[src/inc/pmsvr_pkg.sv]
// pmsvr_pkg: register offsets, field layout and reset codes of the shutdown and voltage slice
package pmsvr_pkg;

  // register offsets on the 8-bit register address space
  localparam logic [7:0] PMSVR_OFS_SHUTDOWN = 8'h91; // emergency_shutdown_control
  localparam logic [7:0] PMSVR_OFS_CONV4 = 8'h94; // converter4_voltage_code
  localparam logic [7:0] PMSVR_OFS_CONV5 = 8'h96; // converter5_voltage_code
  localparam logic [7:0] PMSVR_OFS_CONV6 = 8'h98; // converter6_voltage_code
  localparam logic [7:0] PMSVR_OFS_LDO2 = 8'h9a; // ldo2_normal_sleep_voltage

  // field positions
  localparam int PMSVR_SHUTDOWN_BIT = 0; // force_shutdown_bit
  localparam int PMSVR_VID_MSB = 6; // top bit of a converter voltage field
  localparam int PMSVR_LDO_SLP_MSB = 7; // sleep field of the ldo register
  localparam int PMSVR_LDO_SLP_LSB = 4;
  localparam int PMSVR_LDO_NRM_MSB = 3; // normal field of the ldo register
  localparam int PMSVR_LDO_NRM_LSB = 0;

  // reset values
  localparam logic [7:0] PMSVR_RST_SHUTDOWN = 8'h00;
  localparam logic [6:0] PMSVR_RST_CONV4 = 7'h2f;
  localparam logic [6:0] PMSVR_RST_CONV5 = 7'h4b;
  localparam logic [6:0] PMSVR_RST_CONV6_V0 = 7'h3d; // factory variant 0
  localparam logic [6:0] PMSVR_RST_CONV6_V1 = 7'h47; // factory variant 1
  localparam logic [6:0] PMSVR_RST_CONV6_V2 = 7'h56; // factory variant 2
  localparam logic [7:0] PMSVR_RST_LDO2_STD = 8'haa; // standard variants, both fields 1010
  localparam logic [7:0] PMSVR_RST_LDO2_LOW = 8'h00; // low-voltage variant, both fields 0000

  // the zero-volt converter code, which is a valid setting
  localparam logic [6:0] PMSVR_VID_ZERO = 7'h00;

  // factory variant selector codes
  localparam logic [1:0] PMSVR_VAR_A = 2'h0; // conv6 variant 0, standard ldo2
  localparam logic [1:0] PMSVR_VAR_B = 2'h1; // conv6 variant 1, standard ldo2
  localparam logic [1:0] PMSVR_VAR_C = 2'h2; // conv6 variant 2, standard ldo2
  localparam logic [1:0] PMSVR_VAR_D = 2'h3; // conv6 variant 0, low-voltage ldo2

  // synchroniser depth for pin inputs
  localparam int PMSVR_SYNC_STAGES = 2;

  // reset code of converter six for a variant
  function automatic logic [6:0] pmsvr_conv6_reset(input logic [1:0] variant);
    case (variant)
      PMSVR_VAR_B: pmsvr_conv6_reset = PMSVR_RST_CONV6_V1;
      PMSVR_VAR_C: pmsvr_conv6_reset = PMSVR_RST_CONV6_V2;
      default: pmsvr_conv6_reset = PMSVR_RST_CONV6_V0;
    endcase
  endfunction

  // reset value of the ldo two register for a variant
  function automatic logic [7:0] pmsvr_ldo2_reset(input logic [1:0] variant);
    if (variant == PMSVR_VAR_D)
    begin
      pmsvr_ldo2_reset = PMSVR_RST_LDO2_LOW;
    end
    else
    begin
      pmsvr_ldo2_reset = PMSVR_RST_LDO2_STD;
    end
  endfunction

endpackage

[src/logic/pmsvr_regs.sv]
// pmsvr_regs: shutdown control, converter voltage codes and ldo two voltage register slice
// Functional notes
// [RQ1] writing one to shutdown bit forces shutdown
// [RQ2] shutdown bit self-clears; writing zero does nothing
// [RQ3] shutdown register resets zero; only bit 0 writable
// [RQ4] converter four code at 94h, reset 2fh
// [RQ5] zero code valid; power-good held asserted
// [RQ6] converter five code at 96h, reset 4bh
// [RQ7] converter six code at 98h, variant reset
// [RQ8] ldo two register at 9Ah, variant reset
// [RQ9] sleep request low selects ldo sleep code
// [RQ10] host sets sleep code equal when unwanted
// [RQ11] upper nibble sleep code, lower nibble normal
// [RQ12] reserved bits read zero, writes ignored
`timescale 1ns/100ps
module pmsvr_regs #(
  parameter logic [1:0] FACTORY_VARIANT = pmsvr_pkg::PMSVR_VAR_A // fuse-chosen reset set
) (
  input wire logic clk,
  input wire logic rst_n,
  input wire logic reg_wr_en,
  input wire logic reg_rd_en,
  input wire logic [7:0] reg_addr,
  input wire logic [7:0] reg_wdata,
  output logic [7:0] reg_rdata,
  output logic reg_rd_valid,
  input wire logic sleep_request_n,
  output logic force_shutdown,
  output logic [6:0] converter_four_code,
  output logic [6:0] converter_five_code,
  output logic [6:0] converter_six_code,
  output logic [3:0] ldo_two_code,
  output logic ldo_two_in_sleep,
  output logic [2:0] power_good_hold
);

  // reset codes that depend on the factory variant, fixed at build time
  // a field-programmed part would need these as loaded registers instead
  localparam logic [6:0] CONV6_RESET = pmsvr_pkg::pmsvr_conv6_reset(FACTORY_VARIANT);
  localparam logic [7:0] LDO2_RESET = pmsvr_pkg::pmsvr_ldo2_reset(FACTORY_VARIANT);

  // stored register state; the variant resets cost nothing at run time
  // because the variant is a build-time parameter, not a fuse read at power-up
  logic force_shutdown_bit; // lives for one cycle only
  logic [6:0] converter4_voltage_field; // converter four normal code
  logic [6:0] converter5_voltage_field; // converter five normal code
  logic [6:0] converter6_voltage_field; // converter six normal code
  logic [3:0] ldo2_sleep_voltage_field; // ldo two sleep code
  logic [3:0] ldo2_normal_voltage_field; // ldo two normal code

  // next values of register state
  logic next_force_shutdown_bit;
  logic [6:0] next_conv4;
  logic [6:0] next_conv5;
  logic [6:0] next_conv6;
  logic [3:0] next_ldo2_sleep;
  logic [3:0] next_ldo2_normal;

  // next values of the read port
  logic [7:0] next_reg_rdata;
  logic next_reg_rd_valid;

  // next values of the regulator-facing outputs
  // every output below leaves straight from a flop
  logic next_force_shutdown;
  logic [6:0] next_converter_four_code;
  logic [6:0] next_converter_five_code;
  logic [6:0] next_converter_six_code;
  logic [3:0] next_ldo_two_code;
  logic next_ldo_two_in_sleep;
  logic [2:0] next_power_good_hold;

  // sleep request after the two-flop crossing
  // it resets high, so the ldo starts on its normal code
  logic sleep_req_sync_n;

  // the sleep pin arrives from outside the clock domain
  // two flops cost two cycles of sleep latency, far below any regulator settling
  pmsvr_sync u_sleep_sync (
    .clk(clk),
    .rst_n(rst_n),
    .async_in(sleep_request_n),
    .sync_out(sleep_req_sync_n)
  );

  // write-side decode helper, shared by every register
  function automatic logic wr_hit(input logic en, input logic [7:0] addr, input logic [7:0] ofs);
    wr_hit = en && (addr == ofs);
  endfunction

  // zero-volt test of a converter code, shared by the three power-good holds
  function automatic logic is_zero_code(input logic [6:0] code);
    is_zero_code = (code == pmsvr_pkg::PMSVR_VID_ZERO);
  endfunction

  // shutdown bit next state
  always_comb
  begin
    // the bit never holds: it is one only in the cycle after a write of one
    next_force_shutdown_bit = 1'b0; // RQ2
    if (wr_hit(reg_wr_en, reg_addr, pmsvr_pkg::PMSVR_OFS_SHUTDOWN))
    begin
      // only bit 0 is taken; bits 7..1 are read-only and dropped
      next_force_shutdown_bit = reg_wdata[pmsvr_pkg::PMSVR_SHUTDOWN_BIT]; // RQ1 RQ3
    end
  end

  // shutdown bit storage; a reset in mid-pulse drops the request, the safe side
  always_ff @(posedge clk)
  begin
    if (!rst_n)
    begin
      force_shutdown_bit <= pmsvr_pkg::PMSVR_RST_SHUTDOWN[pmsvr_pkg::PMSVR_SHUTDOWN_BIT]; // RQ3
    end
    else
    begin
      force_shutdown_bit <= next_force_shutdown_bit;
    end
  end

  // converter codes next state
  always_comb
  begin
    // codes hold unless written; bit 7 is reserved and discarded
    next_conv4 = converter4_voltage_field;
    next_conv5 = converter5_voltage_field;
    next_conv6 = converter6_voltage_field;
    if (wr_hit(reg_wr_en, reg_addr, pmsvr_pkg::PMSVR_OFS_CONV4))
    begin
      // zero is stored like any other code
      next_conv4 = reg_wdata[pmsvr_pkg::PMSVR_VID_MSB:0]; // RQ4 RQ12
    end
    if (wr_hit(reg_wr_en, reg_addr, pmsvr_pkg::PMSVR_OFS_CONV5))
    begin
      // no range check: every 7-bit code is a legal setting
      next_conv5 = reg_wdata[pmsvr_pkg::PMSVR_VID_MSB:0]; // RQ6 RQ12
    end
    if (wr_hit(reg_wr_en, reg_addr, pmsvr_pkg::PMSVR_OFS_CONV6))
    begin
      // a write replaces the variant reset code until the next reset
      next_conv6 = reg_wdata[pmsvr_pkg::PMSVR_VID_MSB:0]; // RQ7 RQ12
    end
  end

  // converter code storage
  always_ff @(posedge clk)
  begin
    if (!rst_n)
    begin
      converter4_voltage_field <= pmsvr_pkg::PMSVR_RST_CONV4; // RQ4
      converter5_voltage_field <= pmsvr_pkg::PMSVR_RST_CONV5; // RQ6
      converter6_voltage_field <= CONV6_RESET; // RQ7
    end
    else
    begin
      converter4_voltage_field <= next_conv4;
      converter5_voltage_field <= next_conv5;
      converter6_voltage_field <= next_conv6;
    end
  end

  // ldo two next state
  always_comb
  begin
    // both nibbles are taken in one write; there are no reserved bits here
    next_ldo2_sleep = ldo2_sleep_voltage_field;
    next_ldo2_normal = ldo2_normal_voltage_field;
    if (wr_hit(reg_wr_en, reg_addr, pmsvr_pkg::PMSVR_OFS_LDO2))
    begin
      // equal nibbles are the host's way to turn the sleep change off
      next_ldo2_sleep = reg_wdata[pmsvr_pkg::PMSVR_LDO_SLP_MSB:pmsvr_pkg::PMSVR_LDO_SLP_LSB]; // RQ8 RQ11
      next_ldo2_normal = reg_wdata[pmsvr_pkg::PMSVR_LDO_NRM_MSB:pmsvr_pkg::PMSVR_LDO_NRM_LSB]; // RQ8 RQ11
    end
  end

  // ldo two storage
  always_ff @(posedge clk)
  begin
    if (!rst_n)
    begin
      ldo2_sleep_voltage_field <= LDO2_RESET[pmsvr_pkg::PMSVR_LDO_SLP_MSB:pmsvr_pkg::PMSVR_LDO_SLP_LSB]; // RQ8
      ldo2_normal_voltage_field <= LDO2_RESET[pmsvr_pkg::PMSVR_LDO_NRM_MSB:pmsvr_pkg::PMSVR_LDO_NRM_LSB]; // RQ8
    end
    else
    begin
      ldo2_sleep_voltage_field <= next_ldo2_sleep;
      ldo2_normal_voltage_field <= next_ldo2_normal;
    end
  end

  // read port next state: data is registered, so it appears one cycle after the strobe
  always_comb
  begin
    // a read in the same cycle as a write returns the old contents
    next_reg_rd_valid = reg_rd_en;
    next_reg_rdata = 8'h00; // unmapped addresses read as zero
    if (reg_rd_en)
    begin
      case (reg_addr)
        pmsvr_pkg::PMSVR_OFS_SHUTDOWN:
        begin
          // reserved upper bits read zero; the bit shows its one-cycle life only
          next_reg_rdata = {7'h00, force_shutdown_bit}; // RQ3 RQ12
        end
        pmsvr_pkg::PMSVR_OFS_CONV4:
        begin
          // reserved bit 7 reads zero whatever was written to it
          next_reg_rdata = {1'b0, converter4_voltage_field}; // RQ4 RQ12
        end
        pmsvr_pkg::PMSVR_OFS_CONV5:
        begin
          // same layout as converter four
          next_reg_rdata = {1'b0, converter5_voltage_field}; // RQ6 RQ12
        end
        pmsvr_pkg::PMSVR_OFS_CONV6:
        begin
          // shows the variant reset code until the host writes
          next_reg_rdata = {1'b0, converter6_voltage_field}; // RQ7 RQ12
        end
        pmsvr_pkg::PMSVR_OFS_LDO2:
        begin
          // sleep nibble on top, normal nibble below
          next_reg_rdata = {ldo2_sleep_voltage_field, ldo2_normal_voltage_field}; // RQ11
        end
        default:
        begin
          // unmapped offsets answer with zero rather than stall the host
          next_reg_rdata = 8'h00;
        end
      endcase
    end
  end

  // read port registers
  // an idle port shows zero, so a late sample never sees stale data
  always_ff @(posedge clk)
  begin
    if (!rst_n)
    begin
      reg_rdata <= 8'h00;
      reg_rd_valid <= 1'b0;
    end
    else
    begin
      reg_rdata <= next_reg_rdata;
      reg_rd_valid <= next_reg_rd_valid;
    end
  end

  // regulator-facing next state
  always_comb
  begin
    // shutdown request is a one-cycle pulse that follows the stored bit
    // one cycle of lag here keeps the output straight from a flop
    next_force_shutdown = force_shutdown_bit; // RQ1
    // codes go to the regulators unchanged, zero included
    next_converter_four_code = converter4_voltage_field;
    next_converter_five_code = converter5_voltage_field;
    next_converter_six_code = converter6_voltage_field;
    // a zero-volt code must not drop power-good: tell the monitor to hold it
    next_power_good_hold[0] = is_zero_code(converter4_voltage_field); // RQ5
    next_power_good_hold[1] = is_zero_code(converter5_voltage_field); // RQ5
    next_power_good_hold[2] = is_zero_code(converter6_voltage_field); // RQ5
    // sleep is requested by a low level; with equal codes the switch is invisible
    // only the synced level is used here, never the raw pin
    next_ldo_two_in_sleep = !sleep_req_sync_n; // RQ9
    if (!sleep_req_sync_n)
    begin
      // sleep: a straight switch, any ramping belongs to the regulator
      next_ldo_two_code = ldo2_sleep_voltage_field; // RQ9
    end
    else
    begin
      // awake: the normal code
      next_ldo_two_code = ldo2_normal_voltage_field; // RQ9
    end
  end

  // regulator-facing output registers
  always_ff @(posedge clk)
  begin
    if (!rst_n)
    begin
      force_shutdown <= 1'b0;
      // same codes as the register file resets to, so no false step leaves here
      converter_four_code <= pmsvr_pkg::PMSVR_RST_CONV4;
      converter_five_code <= pmsvr_pkg::PMSVR_RST_CONV5;
      converter_six_code <= CONV6_RESET;
      // the synchroniser resets to awake, so the normal code is shown first
      ldo_two_code <= LDO2_RESET[pmsvr_pkg::PMSVR_LDO_NRM_MSB:pmsvr_pkg::PMSVR_LDO_NRM_LSB];
      ldo_two_in_sleep <= 1'b0;
      // none of the converter reset codes is zero, so no hold is asked at reset
      power_good_hold <= 3'h0;
    end
    else
    begin
      force_shutdown <= next_force_shutdown;
      converter_four_code <= next_converter_four_code;
      converter_five_code <= next_converter_five_code;
      converter_six_code <= next_converter_six_code;
      ldo_two_code <= next_ldo_two_code;
      ldo_two_in_sleep <= next_ldo_two_in_sleep;
      power_good_hold <= next_power_good_hold;
    end
  end

endmodule

[src/logic/pmsvr_sync.sv]
// pmsvr_sync: two-flop synchroniser for a single asynchronous pin level
`timescale 1ns/100ps
module pmsvr_sync (
  input wire logic clk,
  input wire logic rst_n,
  input wire logic async_in,
  output logic sync_out
);

  // stage one is read only by stage two, never by any other logic
  logic stage1;
  logic next_stage1;
  logic next_sync_out;

  // next values: plain shift toward the output
  always_comb
  begin
    next_stage1 = async_in;
    next_sync_out = stage1;
  end

  // reset to high, the idle level of an active-low request
  always_ff @(posedge clk)
  begin
    if (!rst_n)
    begin
      stage1 <= 1'b1;
      sync_out <= 1'b1;
    end
    else
    begin
      stage1 <= next_stage1;
      sync_out <= next_sync_out;
    end
  end

endmodule

[config.mk]
export PLATFORM = sky130hd
export DESIGN_NAME = pmsvr_regs
export DESIGN_NICKNAME = d
export VERILOG_FILES = /design/src/inc/pmsvr_pkg.sv /design/src/logic/pmsvr_regs.sv /design/src/logic/pmsvr_sync.sv
export SDC_FILE = /design/constraint.sdc
export NUM_CORES = 1
export LEC_CHECK = 0
export BUFFER_PORTS_ARGS = -buffer_cell sky130_fd_sc_hd__buf_4
export CAP_MARGIN = 5
export CORE_MARGIN = 1.5
export CORE_UTILIZATION = 48
export CTS_CLUSTER_DIAMETER = 100
export DETAILED_ROUTE_END_ITERATION = 8
export PLACE_DENSITY = 0.72
export SYNTH_ARGS = -nofsm -noshare
export SYNTH_HDL_FRONTEND = slang
export SYNTH_SLANG_ARGS = --single-unit
[constraint.sdc]
create_clock -name clk -period 1.74 [get_ports clk]
set_clock_uncertainty 0.1 [all_clocks]
set_input_delay 0.087 -clock clk [delete_from_list [all_inputs] [get_ports clk]]
set_output_delay 0.087 -clock clk [all_outputs]
set_load 0.02 [all_outputs]
==> impl_metrics.env <==
export IMPL_final_setup_viol_count=0
export IMPL_crit_path_end_kind="register"
export IMPL_synth_common_cells="dfxtp_1 (71), mux2i_1 (43), nor2b_1 (25), inv_1 (21), nand2_1 (20)"
export IMPL_ys_ff_latch=71
export IMPL_wl_per_cell_um=14.7
export IMPL_core_area_um2=5200
export IMPL_worst_pin_slew_ps=424
export IMPL_dieArea_um2=5980
export IMPL_p_leak_nw=1.49
export IMPL_gp_congestion=0.878
export IMPL_dr_pass1_iters=4
export IMPL_die_height_um=77.4
export IMPL_ioPinCount=60
export IMPL_start_kind="primary input"
export IMPL_yosysUniqueCellTypes=28
export IMPL_synth_edf_count=0
export IMPL_drive_gt1_share_pct=26.7
export IMPL_place_ws_ps=247
export IMPL_yosysWarningCount=0
export IMPL_finalInstanceArea_um2=3560
export IMPL_hpwl_mm=4.14
export IMPL_crit_fanout=36
export IMPL_synth_area_leaders="dfxtp_1 (54%), mux2i_1 (16%), nor2b_1 (5.9%), inv_1 (3.0%), nand2_1 (2.8%)"
export IMPL_grt_pass1_wl_mm=9.43
export IMPL_overflow=0
export IMPL_final_core_util_pct=68.3
export IMPL_drt_wl_total_mm=5.88
export IMPL_post_place_cells=371
export IMPL_cts_tree="built"
export IMPL_vias_per_cell=4.90
export IMPL_fill_cells=428
export IMPL_path_class="primary input to register"
export IMPL_cts_root_buf="clkbuf_8"
export IMPL_yosys_area_top_type="dfxtp_1"
export IMPL_htreeDepth=3
export IMPL_insertion_delay_ps=330
export IMPL_place_area_um2=3200
export IMPL_rows=26
export IMPL_hold_class="primary input to register"
export IMPL_ir_worst_vdd_uv=546
export IMPL_syn2layout_area_growth_pct=34.0
export IMPL_critPathMaxStageDelay_ps=530
export IMPL_path_clk_slew_ps=70
export IMPL_fin_nets=345
export IMPL_crit_buf_inv=4
export IMPL_synth_cells=245
export IMPL_whs_ps=39.3
export IMPL_cts_inserted_buffers=9
export IMPL_crit_family="buffers and inverters"
export IMPL_port_buffers=59
export IMPL_clock_sinks=71
export IMPL_synth_fp_nets=266
export IMPL_initial_utilization_pct=51.0
export IMPL_ys_seq_area_share_pct=53.6
export IMPL_grt_start_max_net_pins=37
export IMPL_ant_nets=0
export IMPL_synth_top_area_share_pct=53.6
export IMPL_worst_slack_ps=306
export IMPL_ys_async_sr_fraction_pct=0
export IMPL_grtUsageTotal_pct=20.9
export IMPL_slew_headroom_pct=71.5
export IMPL_insertedDiodeCount=0
export IMPL_fmax_mhz=697
export IMPL_min_period_over_period_pct=82.4
export IMPL_rsz0062_at_grt="no"
export IMPL_power_total_mw=3.39
export IMPL_synth_area_um2=2650
export IMPL_antenna_found_initial=0
export IMPL_path_cells="dlygate4sd3_1, buf_4, buf_12, nor2b_1, inv_1, nor4_1"
export IMPL_grt_pass1_vias=1904
export IMPL_cp_slowest_cell="dlygate4sd3_1"
export IMPL_powerDensity_nw_per_um2=954
export IMPL_finalMaxSlewViolations=0
export IMPL_dr_total_vias=1957
export IMPL_maxCapViolations=0
export IMPL_yosysMostFrequentCell="dfxtp_1"
export IMPL_drc=0
export IMPL_cts_setup_buffers=0
export IMPL_period_needed_ps=1430
export IMPL_worst_ep_arrival_time_ps=1570
export IMPL_fin_setup_tns_ps=0
export IMPL_status="completed"
export IMPL_die_w_um=77.4
export IMPL_final_hold_viol_count=0
export IMPL_crit_required_ps=1870
export IMPL_ys_flop_type="dfxtp_1"
export IMPL_syn_area_per_cell_um2=10.8
export IMPL_clk_path_buf_depth=2
export IMPL_drtIter0Drc=133
export IMPL_stdcell_count=399
[state kept, by name, indices dropped and copies added (netlist names)]
register                    count
reg_rdata                       8
converter4_voltage_field        7
converter5_voltage_field        7
converter6_voltage_field        7
converter_five_code             7
converter_four_code             7
converter_six_code              7
ldo2_normal_voltage_field       4
ldo2_sleep_voltage_field        4
ldo_two_code                    4
power_good_hold                 3
force_shutdown                  1
force_shutdown_bit              1
ldo_two_in_sleep                1
reg_rd_valid                    1
u_sleep_sync.next_sync_out      1
u_sleep_sync.sync_out           1
[kinds of logic after synthesis]
group	Yosys count	share of synthesized area, %
AND/OR/NAND/NOR	86	21.1
flip-flops	71	53.6
multiplexers	45	17.4
buffers and inverters	33	5.47
AO/OA/AOI/OAI	10	2.55
[routing by layer]
layer / global-route usage, % / up-vias / part of all wire, %
met5: 0 / - / 0
met4: 11.6 / 0 / 1.9
met3: 4.12 / 11 / 5.6
met2: 32.7 / 62 / 48
met1: 27.1 / 909 / 44
li1: - / 975 / -
[final cells by class]
cell class                 instances  area (um^2)  share of cell area [%]
clock inverter                     3         90.1                    2.53
tap                               70         87.6                    2.46
clock buffer                      13          149                    4.19
inverter                          21         78.8                    2.22
timing repair buffer              80          643                    18.1
sequential                        71         1420                    40.0
multi-input combinational        141         1090                    30.6
[power breakdown]
group	internal (mW)	switching (mW)
Combinational	0.0968	0.0934
Clock	0.995	0.573
Sequential	1.63	0.00426
[worst min-delay path: stages]
cell and delay (ps):
buf_4 130, nor4b_1 70, nor4b_1 140
[what timing repair did]
action,CTS,global route
resized for setup,0,0
endpoints found under the hold margin,29,0
hold buffers,12,0
[path summary, 6_finish.rpt]
path | start | endpoint | slack, ps | depth (start not counted)
max | rst_n | power_good_hold[0] | 310 | 6
min | reg_addr[2] | force_shutdown_bit | 40 | 3
max reg2reg | converter6_voltage_field[1] | power_good_hold[2] | 420 | 2
min reg2reg | u_sleep_sync.next_sync_out | u_sleep_sync.sync_out | 320 | 1
[cell usage in the layout, fill, tap and decap left out]
cell	n
a211oi_1	1
a21oi_1	1
a31oi_1	1
and2_1	7
and3_1	1
buf_12	1
buf_4	67
bufinv_16	3
clkbuf_1	3
clkbuf_8	10
dfxtp_1	71
dlygate4sd3_1	12
inv_1	21
mux2_4	2
mux2i_1	43
nand2_1	20
nand2b_1	10
nand3b_1	2
nand4b_1	2
nand4bb_1	3
nor2_1	3
nor2b_1	25
nor3_1	1
nor3_2	1
nor4_1	3
nor4_4	3
nor4b_1	2
o221a_2	1
o22ai_1	6
or4_1	3
No activity file was read; power rests on OpenSTA's default activity.
